--- config.mk ---
export PLATFORM = sky130hd
export DESIGN_NAME = dac_host_ctrl
export DESIGN_NICKNAME = d
export VERILOG_FILES = /design/src/design/dac_host_pkg.sv /design/src/design/dac_pin_if.sv /design/src/design/dac_pin_reg.sv /design/src/design/dac_host_ctrl.sv
export SDC_FILE = /design/constraint.sdc
export NUM_CORES = 1
export LEC_CHECK = 0
export BUFFER_PORTS_ARGS = -buffer_cell sky130_fd_sc_hd__buf_2
export CAP_MARGIN = 20
export CORE_UTILIZATION = 63
export CTS_BUF_LIST = sky130_fd_sc_hd__clkbuf_16
export DETAILED_ROUTE_END_ITERATION = 7
export HOLD_SLACK_MARGIN = 0.12
export PLACE_DENSITY_LB_ADDON = 0.25
export SYNTH_ARGS = -nofsm -noshare
export SYNTH_HDL_FRONTEND = slang
export SYNTH_SLANG_ARGS = --single-unit
--- constraint.sdc ---
create_clock -name i_clk -period 5.61 [get_ports i_clk]
set_input_delay 0.2805 -clock i_clk [delete_from_list [all_inputs] [get_ports i_clk]]
set_output_delay 0.2805 -clock i_clk [all_outputs]
set_load 0.01 [all_outputs]
--- src/design/dac_host_pkg.sv ---
// constants shared by the parallel-load converter host controller
`default_nettype none
package dac_host_pkg;
  localparam int unsigned CLK_PERIOD_NS   = 4;
  localparam int unsigned CHAN_SEL_W      = 2;
  localparam logic [1:0]  CHAN_A          = 2'h0;
  localparam logic [1:0]  CHAN_B          = 2'h1;
  localparam logic [1:0]  CHAN_C          = 2'h2;
  localparam logic [1:0]  CHAN_D          = 2'h3;
  localparam int unsigned LOW_BYTE_W      = 8;
  localparam int unsigned HIGH_BYTE_LSB   = 8;
  localparam logic        GAIN_UNITY      = 1'b0;
  localparam logic        GAIN_DOUBLE     = 1'b1;
  localparam int unsigned SETUP_NS        = 8;
  localparam int unsigned STROBE_NS       = 20;
  localparam int unsigned HOLD_NS         = 8;
  localparam int unsigned UPDATE_NS       = 20;
  localparam int unsigned WAKE_5V_NS      = 2500;
  localparam int unsigned WAKE_3V_NS      = 5000;
  // least times round up
  localparam int unsigned SETUP_CYC  = (SETUP_NS + CLK_PERIOD_NS - 1) / CLK_PERIOD_NS;
  localparam int unsigned STROBE_CYC = (STROBE_NS + CLK_PERIOD_NS - 1) / CLK_PERIOD_NS;
  localparam int unsigned HOLD_CYC   = (HOLD_NS + CLK_PERIOD_NS - 1) / CLK_PERIOD_NS;
  localparam int unsigned UPDATE_CYC = (UPDATE_NS + CLK_PERIOD_NS - 1) / CLK_PERIOD_NS;
  localparam int unsigned WAKE_CYC   = (WAKE_3V_NS + CLK_PERIOD_NS - 1) / CLK_PERIOD_NS;
  localparam int unsigned CNT_W      = 12;
endpackage
`default_nettype wire

--- src/design/dac_pin_if.sv ---
// pin bundle between the sequencer and the pin output stage
`default_nettype none
interface dac_pin_if #(parameter int unsigned BUS_W = 16);
  logic             chip_select_n;
  logic             write_strobe_n;
  logic [1:0]       channel_sel;
  logic [BUS_W-1:0] bus;
  logic             upper_byte_select;
  logic             output_update_n;
  logic             clear_n;
  logic             power_down_n;
  modport drv (output chip_select_n, write_strobe_n, channel_sel, bus, upper_byte_select,
               output_update_n, clear_n, power_down_n);
  modport reg_side (input chip_select_n, write_strobe_n, channel_sel, bus, upper_byte_select,
                    output_update_n, clear_n, power_down_n);
endinterface
`default_nettype wire

--- src/design/dac_pin_reg.sv ---
// registered pin stage: every pin driven to the converter comes from a flip-flop
`default_nettype none
module dac_pin_reg #(
  parameter int unsigned BUS_W = 16
) (
  input  wire logic             i_clk,
  input  wire logic             i_resetn,
  input  wire logic             i_ce,
  dac_pin_if.reg_side           pins,
  output logic                  o_cs_n,
  output logic                  o_wr_n,
  output logic [1:0]            o_chan_sel,
  output logic [BUS_W-1:0]      o_bus,
  output logic                  o_upper_byte_select,
  output logic                  o_output_update_n,
  output logic                  o_clear_n,
  output logic                  o_power_down_n
);
  // reset leaves strobes idle, power applied, clear released
  always_ff @(posedge i_clk or negedge i_resetn) begin
    if (!i_resetn) begin
      o_cs_n              <= 1'b1;
      o_wr_n              <= 1'b1;
      o_chan_sel          <= 2'h0;
      o_bus               <= '0;
      o_upper_byte_select <= 1'b0;
      o_output_update_n   <= 1'b1;
      o_clear_n           <= 1'b1;
      o_power_down_n      <= 1'b1;
    end else if (i_ce) begin
      o_cs_n              <= pins.chip_select_n;
      o_wr_n              <= pins.write_strobe_n;
      o_chan_sel          <= pins.channel_sel;
      o_bus               <= pins.bus;
      o_upper_byte_select <= pins.upper_byte_select;
      o_output_update_n   <= pins.output_update_n;
      o_clear_n           <= pins.clear_n;
      o_power_down_n      <= pins.power_down_n;
    end
  end
endmodule // dac_pin_reg
`default_nettype wire

--- src/design/dac_host_ctrl.sv ---
// host controller that writes a quad parallel-load converter through its pins
`default_nettype none
// Function
// - channel bits 00..11 pick A..D
// - write all, then one update pulse
// - write both bytes before update
// - gain rides unused upper bus line in word mode only; byte mode drives no gain
// - full-word bus at least ten bits
module dac_host_ctrl #(
  parameter int unsigned DATA_W    = 10,
  parameter int unsigned BUS_W     = 16,
  parameter bit          BYTE_MODE = 1'b0,
  parameter int unsigned GAIN_LINE = 15,
  parameter int unsigned WAKE_CYC  = dac_host_pkg::WAKE_CYC
) (
  input  wire logic              i_clk,
  input  wire logic              i_resetn,
  input  wire logic              i_ce,
  input  wire logic              i_wr_valid,
  input  wire logic [1:0]        i_wr_chan,
  input  wire logic [DATA_W-1:0] i_wr_data,
  input  wire logic              i_wr_gain,
  input  wire logic              i_sync_mode,
  input  wire logic              i_update_req,
  input  wire logic              i_clear_req,
  input  wire logic              i_power_down,
  output logic                   o_wr_ready,
  output logic                   o_busy,
  output logic                   o_awake,
  output logic                   o_cs_n,
  output logic                   o_wr_n,
  output logic [1:0]             o_chan_sel,
  output logic [BUS_W-1:0]       o_bus,
  output logic                   o_upper_byte_select,
  output logic                   o_output_update_n,
  output logic                   o_clear_n,
  output logic                   o_power_down_n
);
  typedef enum {ST_IDLE, ST_SETUP, ST_STROBE, ST_HOLD, ST_UPDATE, ST_CLEAR} state_t;

  localparam logic [dac_host_pkg::CNT_W-1:0] SETUP_N  =
    dac_host_pkg::CNT_W'(dac_host_pkg::SETUP_CYC);
  localparam logic [dac_host_pkg::CNT_W-1:0] STROBE_N =
    dac_host_pkg::CNT_W'(dac_host_pkg::STROBE_CYC);
  localparam logic [dac_host_pkg::CNT_W-1:0] HOLD_N   =
    dac_host_pkg::CNT_W'(dac_host_pkg::HOLD_CYC);
  localparam logic [dac_host_pkg::CNT_W-1:0] UPDATE_N =
    dac_host_pkg::CNT_W'(dac_host_pkg::UPDATE_CYC);

  state_t                          state_q;
  logic [dac_host_pkg::CNT_W-1:0]  cnt_q;
  logic [1:0]                      chan_q;
  logic [DATA_W-1:0]               data_q;
  logic                            gain_q;
  logic                            high_q;
  logic                            pending_q;
  logic                            sync_q;
  logic [31:0]                     wake_q;
  logic                            pd_q;
  logic                            cnt_done;

  dac_pin_if #(.BUS_W(BUS_W)) pins ();

  assign cnt_done   = (cnt_q == '0);
  assign o_wr_ready = (state_q == ST_IDLE) && !i_clear_req && !i_update_req;
  assign o_busy     = (state_q != ST_IDLE) || pending_q;

  always_ff @(posedge i_clk or negedge i_resetn) begin
    if (!i_resetn) begin
      state_q   <= ST_IDLE;
      cnt_q     <= '0;
      chan_q    <= 2'h0;
      data_q    <= '0;
      gain_q    <= dac_host_pkg::GAIN_UNITY;
      high_q    <= 1'b0;
      pending_q <= 1'b0;
      sync_q    <= 1'b0;
    end else if (i_ce) begin
      case (state_q)
        ST_IDLE: begin
          if (i_clear_req) begin
            state_q <= ST_CLEAR;
            cnt_q   <= UPDATE_N;
          end else if (i_update_req) begin
            state_q <= ST_UPDATE;
            cnt_q   <= UPDATE_N;
          end else if (i_wr_valid) begin
            chan_q    <= i_wr_chan;
            data_q    <= i_wr_data;
            gain_q    <= i_wr_gain;
            sync_q    <= i_sync_mode;
            high_q    <= 1'b0;
            pending_q <= BYTE_MODE;
            state_q   <= ST_SETUP;
            cnt_q     <= SETUP_N;
          end
        end
        ST_SETUP: begin
          if (cnt_done) begin
            state_q <= ST_STROBE;
            cnt_q   <= STROBE_N;
          end else begin
            cnt_q <= cnt_q - 1'b1;
          end
        end
        ST_STROBE: begin
          // rising strobe edge at exit is the capture point of the device
          if (cnt_done) begin
            state_q <= ST_HOLD;
            cnt_q   <= HOLD_N;
          end else begin
            cnt_q <= cnt_q - 1'b1;
          end
        end
        ST_HOLD: begin
          if (!cnt_done) begin
            cnt_q <= cnt_q - 1'b1;
          end else if (BYTE_MODE && !high_q) begin
            high_q  <= 1'b1;
            state_q <= ST_SETUP;
            cnt_q   <= SETUP_N;
          end else begin
            pending_q <= 1'b0;
            state_q   <= ST_IDLE;
          end
        end
        ST_UPDATE, ST_CLEAR: begin
          if (cnt_done) begin
            state_q <= ST_IDLE;
          end else begin
            cnt_q <= cnt_q - 1'b1;
          end
        end
        default: state_q <= ST_IDLE;
      endcase
    end
  end

  // power-down pin and wake-time counter; registers survive on the device side
  always_ff @(posedge i_clk or negedge i_resetn) begin
    if (!i_resetn) begin
      pd_q   <= 1'b0;
      wake_q <= '0;
    end else if (i_ce) begin
      pd_q <= i_power_down;
      if (i_power_down) begin
        wake_q <= WAKE_CYC;
      end else if (wake_q != '0) begin
        wake_q <= wake_q - 32'h1;
      end
    end
  end
  assign o_awake = !pd_q && (wake_q == '0);

  // pin drive; bus lines follow word or byte layout
  always_comb begin
    pins.chip_select_n     = !(state_q inside {ST_SETUP, ST_STROBE, ST_HOLD});
    pins.write_strobe_n    = (state_q != ST_STROBE);
    pins.channel_sel       = chan_q;
    pins.upper_byte_select = BYTE_MODE && high_q;
    pins.bus               = '0;
    if (BYTE_MODE) begin
      if (high_q) begin
        pins.bus[DATA_W-dac_host_pkg::HIGH_BYTE_LSB-1:0] =
          data_q[DATA_W-1:dac_host_pkg::HIGH_BYTE_LSB];
      end else begin
        pins.bus[dac_host_pkg::LOW_BYTE_W-1:0] = data_q[dac_host_pkg::LOW_BYTE_W-1:0];
      end
    end else begin
      pins.bus[DATA_W-1:0]  = data_q;
      pins.bus[GAIN_LINE]   = gain_q;
    end
    // sync mode: update low in the hold of the last byte, so a byte pair loads whole
    pins.output_update_n = !((state_q == ST_UPDATE) ||
                             (sync_q && state_q == ST_HOLD &&
                              (!BYTE_MODE || high_q)));
    pins.clear_n         = (state_q != ST_CLEAR);
    pins.power_down_n    = !pd_q;
  end

  dac_pin_reg #(.BUS_W(BUS_W)) u_pins (
    .i_clk               (i_clk),
    .i_resetn            (i_resetn),
    .i_ce                (i_ce),
    .pins                (pins),
    .o_cs_n              (o_cs_n),
    .o_wr_n              (o_wr_n),
    .o_chan_sel          (o_chan_sel),
    .o_bus               (o_bus),
    .o_upper_byte_select (o_upper_byte_select),
    .o_output_update_n   (o_output_update_n),
    .o_clear_n           (o_clear_n),
    .o_power_down_n      (o_power_down_n)
  );

  a_strobe_needs_cs: assert property (@(posedge i_clk) disable iff (!i_resetn)
    !o_wr_n |-> !o_cs_n) else $error("strobe low without chip select");
  a_strobe_width: assert property (@(posedge i_clk) disable iff (!i_resetn)
    $fell(o_wr_n) && i_ce |-> !o_wr_n [*5]) else $error("strobe too short");
  a_chan_stable: assert property (@(posedge i_clk) disable iff (!i_resetn)
    !o_cs_n && $past(!o_cs_n) |-> $stable(o_chan_sel)) else $error("channel moved");
  a_no_update_in_write: assert property (@(posedge i_clk) disable iff (!i_resetn)
    !o_wr_n |-> o_output_update_n) else $error("update during strobe");
  a_clear_alone: assert property (@(posedge i_clk) disable iff (!i_resetn)
    !o_clear_n |-> o_cs_n) else $error("write during clear");
  a_pd_follows: assert property (@(posedge i_clk) disable iff (!i_resetn)
    i_ce && $past(i_ce) && $past(i_ce, 2) |-> o_power_down_n == !$past(i_power_down, 2))
    else $error("power down pin lag");
  a_byte_high_top: assert property (@(posedge i_clk) disable iff (!i_resetn)
    BYTE_MODE && o_upper_byte_select |-> o_bus[BUS_W-1:2] == '0)
    else $error("high byte carries extra lines");
  a_byte_order: assert property (@(posedge i_clk) disable iff (!i_resetn)
    BYTE_MODE && !o_output_update_n |-> !pending_q || high_q)
    else $error("update mid word");
  c_write: cover property (@(posedge i_clk) $rose(o_wr_n) && !o_cs_n);
  c_update: cover property (@(posedge i_clk) $fell(o_output_update_n));
  c_clear: cover property (@(posedge i_clk) $fell(o_clear_n));
  c_wake: cover property (@(posedge i_clk) $rose(o_awake));
endmodule // dac_host_ctrl
`default_nettype wire

# Word-level counts from Yosys, hierarchy flattened
# Index checks and enable logic that the tools add are counted.
[word_totals] out_inout_bits=27 register_bits=110 word_cells=86 in_bits=21
[classes] eq_ne=18 bitwise_logic=2 addsub=2 n_reduce_logical=27 muxes=21
[op_table] operator="32-bit two-way mux" n=8
[op_table] operator="32-bit case mux with 4 select lines" n=1
[op_table] operator="32-bit by 3-bit equality test with 1-bit output (second input constant)" n=3
[op_table] operator="32-bit zero test" n=3
[op_table] operator="12-bit two-way mux" n=6
[op_table] operator="32-bit by 2-bit equality test with 1-bit output (second input constant)" n=2
[op_table] operator="32-bit nonzero test" n=2
[op_table] operator="12-bit case mux with 4 select lines" n=1
[op_table] operator="32-bit by 1-bit equality test with 1-bit output (second input constant)" n=1
[op_table] operator="32-bit by 4-bit equality test with 1-bit output (second input constant)" n=1
[op_table] operator="32-bit by 3-bit inequality test with 1-bit output (second input constant)" n=1
[op_table] operator="32-bit by 4-bit inequality test with 1-bit output (second input constant)" n=1
[op_table] operator="32-bit by 1-bit subtractor with 32-bit output (second input constant)" n=1
[op_table] operator="2-bit inequality test (second input constant)" n=7
[op_table] operator="12-bit zero test" n=1
[op_table] operator="12-bit by 1-bit subtractor with 12-bit output (second input constant)" n=1
[op_table] operator="5-bit AND reduction" n=2
[op_table] operator="6-bit AND reduction" n=1
[op_table] operator="1-bit zero test" n=5
[op_table] operator="1-bit logical AND" n=4
[op_table] operator="1-bit two-way mux" n=4
[op_table] operator="4-bit inequality test (second input constant)" n=1
[op_table] operator="4-bit AND reduction" n=1
[op_table] operator="2-bit nonzero test" n=2
[op_table] operator="8 further kinds" n=10

# Logic depth before layout (Yosys ltp)
# Gate-level depths: netlist (run 1).
[logic_depth] ltp_word=4 mapped_depth=9 depth_no_buf=7

# By module
# From an unflattened synthesis (run 1), not the netlist that was laid out.
[hier_totals] hier_cells=417 hier_area_um2=4551.9
[modules_own_cells] module="dac_host_ctrl" cells_per_inst=366 area_each_um2=3548.4 seq_area_each_um2=1551.5 instances=1
[modules_own_cells] module="dac_pin_reg" cells_per_inst=51 area_each_um2=1003.5 seq_area_each_um2=606.8 instances=1

# Worst setup path before layout (run 1)
# Ideal clock, no wire load.
[synth_path] path_kind="reg2reg" from="register state_q[1]" to="register chan_q[0]" path_stages_with_launch=9 required_time_ps=5485 setup_ps=125 synth_period_minus_slack_ps=2412 setup_slack_ps=3198 path_buffers=4 arrival_ps=2287 path_cell_list="dfrtp_1 -> clkbuf_1 -> or3_1 -> clkbuf_1 -> nor3_1 -> and3_1 -> clkbuf_1 -> buf_2 -> mux2_2"
[synth_via] elab_chain_len=2
[synth_lines] item="start, declared" line_no="dac_host_ctrl.sv:50" rtl="state_t state_q;"
[synth_lines] item="start signal, assigned" line_no="dac_host_ctrl.sv:70" rtl="state_q <= ST_IDLE;"
[synth_lines] item="start signal, assigned" line_no="dac_host_ctrl.sv:82" rtl="state_q <= ST_CLEAR;"
[synth_lines] item="start signal, assigned" line_no="dac_host_ctrl.sv:85" rtl="state_q <= ST_UPDATE;"
[synth_lines] item="32-bit zero test" line_no="dac_host_ctrl.sv:79" rtl="case (state_q)"
[synth_lines] item="5-bit AND reduction (no source line)"
[synth_lines] item="end signal, assigned" line_no="dac_host_ctrl.sv:88" rtl="chan_q <= i_wr_chan;"
[synth_lines] item="end, declared" line_no="dac_host_ctrl.sv:52" rtl="logic [1:0] chan_q;"
# No other way between the ends.
# A chain may end at the register's enable or synchronous reset.

# Worst setup path in the final report (run 1)
[layout_path] from="register cnt_q[0] (netlist bit)" to="register cnt_q[7] (netlist bit)"
[layout_via] elab_chain_len=3 word_cells_on_any_way=8 cone_classes="add/sub (1); eq/ne (1); mux (4); reduce/logical (2)"
[layout_lines] item="start, declared" line_no="dac_host_ctrl.sv:51" rtl="logic [dac_host_pkg::CNT_W-1:0] cnt_q;"
[layout_lines] item="start signal, assigned" line_no="dac_host_ctrl.sv:103" rtl="cnt_q <= cnt_q - 1'b1;"
[layout_lines] item="start signal, assigned" line_no="dac_host_ctrl.sv:112" rtl="cnt_q <= cnt_q - 1'b1;"
[layout_lines] item="start signal, assigned" line_no="dac_host_ctrl.sv:117" rtl="cnt_q <= cnt_q - 1'b1;"
[layout_lines] item="12-bit by 1-bit subtractor with 12-bit output or 12-bit zero test (tied branches)"
[layout_lines] item="12-bit two-way mux (tied with other cells)" line_no="dac_host_ctrl.sv:116, dac_host_ctrl.sv:128"
[layout_lines] item="12-bit case mux with 4 select lines or 4-bit AND reduction (tied branches)"
# Parallel ways exist; a longest one is shown, timed or not. The select of a mux whose other input is x is not followed.

==> flow_summary.yaml, run 1 <==
clocking:
  clk_path_buf_depth: 2
  clk_pin_slew_ns: 0.06
  ctsHoldBuffers: 0
  cts_tree: "done"
  cts_num_sinks: 80
  insertion_delay_ns: 0.34
  cts_setup_buffers: 0
  cts_buffers: 9
  cts_resized: 0
  root_buffer: "clkbuf_16"
  htreeDepth: 3
critical_path:
  setup.worst_path.class: "reg -> reg"
  crit_path_end_kind: "register"
  slowest_delay_ns: 0.96
  crit_family: "simple AND/OR/NAND/NOR gates"
  cp_cell_sequence: "inv_1 -> ha_1 -> nor4b_1 -> nand3_1 -> o211ai_1 -> nor4_1 -> o21a_1"
  cp.arrival_ns: 3.44
  path_max_fanout: 16
  crit_path_top_delay_cell: "o211ai_1"
  worstPathRequired_ns: 5.84
  start_kind: "register"
  cp.buffers_inverters: 1
detailed_routing:
  wl_um: 9322
  drt_iter0_markers: 242
  vias: 3541
  routedWlPerCell_um: 17.39
  vias_per_cell: 6.606
  first_pass_iters: 7
  route.detailed.drc: 8
  drtAntennaViolNets: 0
placement:
  hpwl_um: 6062
  dp_slack_ns: 2.522
  place_area_mm2: 0.004408
  routabilityCongestion: 0.8914
  numPortBuffers: 41
global_route:
  grt_use_met3_pct: 6.627
  grt_usage_pct: 28.85
  grt_pass1_wl_um: 16060
  grt_pass1_vias: 3303
  grt_use_met1_pct: 41.57
  grt_overflow: 0
  grt_max_degree: 81
  top_usage_layer: "met2"
  use_met2_pct: 44.56
  antenna_found_initial: 0
sta:
  layout_setup_ws_ns: 2.398
  period_needed_ns: 3.212
  max_freq_ghz: 0.3113
  fin_crit_sh_pct: 57.26
  fin_skew_ns: 0.005915
  finalSetupTns_ns: 0
  hold_violations: 0
  max_slew_margin_pct: 28.98
  worst_pin_slew_ns: 1.061
  final_max_slew_viol_count: 0
  rsz0062_at_grt: "no"
  setup_viol: 0
finish:
  layout_commonest_cell: "dfrtp_1"
  area_growth_pct: 11.96
  fill_cells: 458
  mostFrequentLayoutCells: "dfrtp_1 (75), buf_2 (40), a21oi_1 (31)"
  finish.net_count: 479
  diodes: 0
  drive_gt1_share_pct: 22.44
  design_area_mm2: 0.004720
floorplan:
  dieWidth_um: 83.80
  start_util_pct: 65.63
  fp.dieH_um: 83.80
  core_mm2: 0.006422
  rows: 29
  die-area_mm2: 0.007022
  io_pins: 48
synth:
  synth_cell_types: 61
  synthArstFlopShare_pct: 100.0
  syn-instance-count: 422
  syn-cell-area_mm2: 0.004215
  synth-edff-count: 0
  synth.avg_cell_area_um2: 9.989
  yosysWarnings: 0
  ys_seq_area_share_pct: 47.64
  ys_seq_elements: 80
  ys.flop_type: "dfrtp_1"
power:
  vdd_drop_max_mv: 0.2384
  p_per_area_mw_per_mm2: 366.6
  power_mw: 1.730
  power.leakage_nw: 2.090
worst_hold_path:
  holdCritPathClass: "in -> reg"
outcome:
  violations: "DRC"
  status: "finished, violations left"
job:
  max-cap-violations: 0
[through the flow]
step	util (%)	hold slack [ns]	cells
2_1_floorplan	-	-0.01509	427
3_3_place_gp	68.63	0.4784	518
3_5_place_dp	68.63	0.4800	518
4_1_cts	72.90	0.1484	534
5_1_grt	73.49	0.1632	536
6_report	73.49	0.1720	536
[Yosys cell counts, drive strengths merged, types with 8 or more instances]
library cell | number | area (µm²)
a21oi | 31 | 155.2
buf | 13 | 85.07
clkbuf | 16 | 60.06
dfrtp | 75 | 1877
inv | 9 | 33.78
mux2 | 28 | 315.3
nand2 | 22 | 82.58
nand3 | 13 | 65.06
nand4 | 8 | 50.05
nor2 | 30 | 112.6
nor3 | 9 | 56.31
nor4 | 11 | 75.07
o21ai | 25 | 125.1
o31ai | 11 | 82.58
or3 | 28 | 180.2
or4 | 17 | 127.6
[worst paths after layout]
kind                                            from                         to  slack [ns]  depth (start not counted)
max                             cnt_q[0]$_DFFE_PN0P_       cnt_q[7]$_DFFE_PN0P_        2.40                          7
min                                     i_wr_data[7]      data_q[7]$_DFFE_PN0P_        0.17                          2
max reg2reg                     cnt_q[0]$_DFFE_PN0P_       cnt_q[7]$_DFFE_PN0P_        2.40                          7
min reg2reg                u_pins.o_wr_n$_DFFE_PN1P_  u_pins.o_wr_n$_DFFE_PN1P_        0.49                          2
max in group asynchronous                   i_resetn  u_pins.o_cs_n$_DFFE_PN1P_        4.72                          3
min in group asynchronous                   i_resetn       cnt_q[1]$_DFFE_PN0P_        0.29                          2
[per-layer routing]
metal / share of wire (%) / up-vias
met2: 47 / 149
met3: 6.9 / 10
met5: 0 / -
met4: 0.89 / 0
li1: - / 1647
met1: 45 / 1735
[registers in the layout, indices dropped and copies added (netlist names), 2 cells and up]
signal / cells
wake_q: 32
cnt_q: 12
u_pins.o_bus: 11
data_q: 10
state_q: 3
chan_q: 2
u_pins.o_chan_sel: 2
[layout make-up]
class                           instances  area (µm²)  area share, %
Clock inverter                          7       48.80          1.034
Tap cell                               77       96.34          2.041
Clock buffer                            9       225.2          4.772
Sequential cell                        80        2008          42.55
Inverter                                9       33.78         0.7158
Timing Repair Buffer                   45       260.3          5.514
Multi-Input combinational cell        309        2047          43.37
[power by group]
| group | switching, mW | total (mW) | internal, mW |
|---|---|---|---|
| Sequential | 0.101 | 0.804 | 0.702 |
| Combinational | 0.217 | 0.391 | 0.174 |
| Clock | 0.237 | 0.536 | 0.299 |
[kinds of logic (layout without fill, tap and decap cells)]
kind of cell	count (synthesis)	after routing	synth area share, %
AND/OR/NAND/NOR	161	161	21.85
AO/OA/AOI/OAI	103	103	15.97
flip-flops	80	80	47.64
buffers and inverters	38	70	4.244
multiplexers	31	31	8.192
adder cells (fa/ha/maj)	4	4	1.187
XOR/XNOR	4	4	0.8313
other	1	6	0.08896
(Power assumes the default switching activity.)
==> run 2: changes to the inputs <==
--- a/config.mk
+++ b/config.mk
@@ -5,9 +5,10 @@
 export SDC_FILE = /design/constraint.sdc
 export NUM_CORES = 1
 export LEC_CHECK = 0
+export ABC_AREA = 1
 export BUFFER_PORTS_ARGS = -buffer_cell sky130_fd_sc_hd__buf_2
 export CAP_MARGIN = 20
-export CORE_UTILIZATION = 63
+export CORE_UTILIZATION = 54
 export CTS_BUF_LIST = sky130_fd_sc_hd__clkbuf_16
 export DETAILED_ROUTE_END_ITERATION = 7
 export HOLD_SLACK_MARGIN = 0.12
==> constraint.sdc (replaced) <==
create_clock -name i_clk -period 2.8 [get_ports i_clk]
set_input_delay 0.14 -clock i_clk [delete_from_list [all_inputs] [get_ports i_clk]]
set_output_delay 0.14 -clock i_clk [all_outputs]
set_load 0.01 [all_outputs]
==> run 2 against run 1 <==
The run now ends clean. Area after synthesis up 13%. Highest routed layer unchanged. Clock power up 130%. Cell count up 49%. Routed wire length up 17%. Register-to-register slack worse by 1.6 ns. Maximum frequency up 64%. Largest power group unchanged. Flip-flop and latch count unchanged. First-iteration DRC count up 10%. Final area up 16%. Global-route usage down 2.6 points. Clock-buffer cell count unchanged. Critical path depth up 2.
==> flow_summary.yaml, run 2 <==
synth:
  ys_top_cells_by_count: "nand2_1 (193), nor2_1 (99), dfrtp_1 (75)"
  synthMuxAreaShare_pct: 3.077
  syn-cell-area_mm2: 0.004758
  yosys-top-cells-area: "dfrtp_1 (39%), nand2_1 (15%), nor2_1 (7.8%), nand3_1 (4.8%), inv_1 (4.1%)"
  synth.avg_cell_area_um2: 7.493
  synth-edff-count: 0
  synthAdderAreaFrac_pct: 1.052
  ys_seq_area_share_pct: 42.20
  synth_top_cell_by_area: "dfrtp_1"
  ys.flop_type: "dfrtp_1"
  yosysMostFrequentCell: "nand2_1"
  synth_compound_area_share_pct: 7.967
  synthArstFlopShare_pct: 100.0
  syn-instance-count: 635
  yosys.area_share.simple_pct: 34.71
  synth_xor_area_share_pct: 3.129
  yosysWarnings: 0
  synth_top_area_share_pct: 39.44
  ys_seq_elements: 80
  synth_cell_types: 40
  synth_top_family_by_area: "simple AND/OR/NAND/NOR gates"
critical_path:
  crit_path_end_kind: "register"
  cp_cell_sequence: "nor2_1 -> inv_1 -> nor2_1 -> nand3_1 -> nor2_1 -> nand2_1 -> nand2_2 -> buf_12 -> o21ai_2"
  crit_path_top_delay_cell: "dfrtp_1"
  crit_top_cell: "nor2_1"
  cp.arrival_ns: 2.18
  worstPathRequired_ns: 3.02
  slowest_delay_ns: 0.43
  setup.worst_path.class: "reg -> reg"
  path_max_fanout: 32
  cp.buffers_inverters: 2
  crit_family: "simple AND/OR/NAND/NOR gates"
  start_kind: "register"
sta:
  finalSetupTns_ns: 0
  whs_ns: 0.1455
  fin_crit_sh_pct: 70.00
  period_needed_ns: 1.960
  setup_viol: 0
  fin_skew_ns: 0.01001
  max_slew_margin_pct: 59.28
  worst_pin_slew_ns: 0.6101
  rsz0062_at_grt: "no"
  final_max_slew_viol_count: 0
  hold_violations: 0
  max_freq_ghz: 0.5102
detailed_routing:
  route.detailed.drc: 0
  vias: 4230
  top_layer: "met4"
  routedWlPerCell_um: 13.66
  routed-wl-met3_um: 563
  first_pass_iters: 5
  met2_length_um: 5209
  drtAntennaViolNets: 0
  drt_iter0_markers: 267
  wirelength_met1_um: 4934
  wl_um: 10920
  vias_per_cell: 5.294
finish:
  reg_top3: "wake_q (32), cnt_q (12), u_pins.o_bus (11)"
  regMostFlops: "wake_q"
  area_growth_pct: 14.86
  finish.net_count: 714
  layout_commonest_cell: "nand2_1"
  mostFrequentLayoutCells: "nand2_1 (193), nor2_1 (99), dfrtp_1 (75)"
  largest_reg_flops: 32
  diodes: 0
  drive_gt1_share_pct: 17.58
floorplan:
  die-area_mm2: 0.009191
  dieWidth_um: 95.87
  core_mm2: 0.008382
  rows: 33
  start_util_pct: 56.77
  fp.dieH_um: 95.87
  io_pins: 48
placement:
  hpwl_um: 7593
  numPortBuffers: 41
  routabilityCongestion: 0.9369
power:
  power.leakage_nw: 2.866
  vdd_drop_max_mv: 0.4935
  power_mw: 4.452
  p_per_area_mw_per_mm2: 814.6
worst_hold_path:
  holdCritPathClass: "in -> reg"
global_route:
  grt_max_degree: 81
  antenna_found_initial: 0
  grt_usage_pct: 26.21
  grt_pass1_wl_um: 18490
  grt_pass1_vias: 4072
  grt_overflow: 0
clocking:
  root_buffer: "clkbuf_16"
  clk_pin_slew_ns: 0.07
  cts_buffers: 9
  htreeDepth: 3
  cts_num_sinks: 80
  clk_path_buf_depth: 2
  cts_tree: "done"
  insertion_delay_ns: 0.34
job:
  max-cap-violations: 0
outcome:
  status: "finished clean"
[run 2: cell count changes after synthesis, sizes merged, moves of 25 or more]
cell   delta
nand2   +191
nor2     +79
inv      +44
nand3    +34
or3      -28
a21oi    -25
[run 2: repair_timing]
action                                 CTS  global route
endpoints found under the hold margin   89             0
buffers inserted                         0             0
gates resized for setup                  0             0
hold buffers                            15             0
[run 2: final cells by class]
type | count | area, µm²
clock buffers | 9 | 225.2
clock inverters | 7 | 86.33
fillers | 732 | 2917
inverters | 54 | 202.7
multi-input cells | 485 | 2399
flip-flops and latches | 80 | 2008
well taps | 105 | 131.4
repair buffers | 59 | 412.9
[run 2: path summary, 6_finish.rpt]
path	startpoint	endpoint	slack [ns]	depth (start not counted)
max	wake_q[3]$_DFFE_PN0P_	wake_q[26]$_DFFE_PN0P_	0.84	9
min	i_clear_req	state_q[0]$_DFFE_PN0P_	0.15	3
max reg2reg	wake_q[3]$_DFFE_PN0P_	wake_q[26]$_DFFE_PN0P_	0.84	9
min reg2reg	u_pins.o_output_update_n$_DFFE_PN1P_	u_pins.o_output_update_n$_DFFE_PN1P_	0.47	2
max in group asynchronous	i_resetn	u_pins.o_cs_n$_DFFE_PN1P_	1.89	3
min in group asynchronous	i_resetn	wake_q[16]$_DFFE_PN0P_	0.27	2
[run 2: kinds of logic (layout without fill, tap and decap cells)]
| logic type | after synthesis | in the layout |
|---|---|---|
| compound gates | 56 | 56 |
| xor+xnor | 17 | 17 |
| fa+ha+maj | 4 | 4 |
| buf+inv | 75 | 129 |
| flops | 80 | 80 |
| mux | 13 | 13 |
| other cells | 1 | 6 |
| simple gates | 389 | 389 |
[run 2: worst reg2reg max path, stage by stage, from the launching register on]
cell	delay, ns
dfrtp_1	0.43
nor2_1	0.26
inv_1	0.07
nor2_1	0.12
nand3_1	0.09
nor2_1	0.10
nand2_1	0.07
nand2_2	0.30
buf_12	0.29
o21ai_2	0.11
[run 2: power breakdown]
part           switching (mW)  leakage [nW]  internal (mW)
Combinational           0.943          1.69          0.561
Sequential              0.240          1.03           1.48
Clock                   0.519         0.150          0.711
[run 2: stage by stage]
stage	area (µm²)	cells	setup slack, ns	util [%]
2_1_floorplan	4777	640	1.245	-
5_1_grt	5465	799	0.6411	65.20
3_3_place_gp	4976	767	0.8855	59.37
4_1_cts	5438	798	0.8462	64.88
3_5_place_dp	4976	767	0.8671	59.37
6_report	5465	799	0.8401	65.20
[run 2: metal layers]
| metal | GRT usage (%) | vias to the layer above |
|---|---|---|
| met5 | 0 | - |
| met1 | 33.65 | 1995 |
| met4 | 9.950 | 0 |
| met2 | 43.04 | 106 |
| li1 | - | 2110 |
| met3 | 6.082 | 19 |
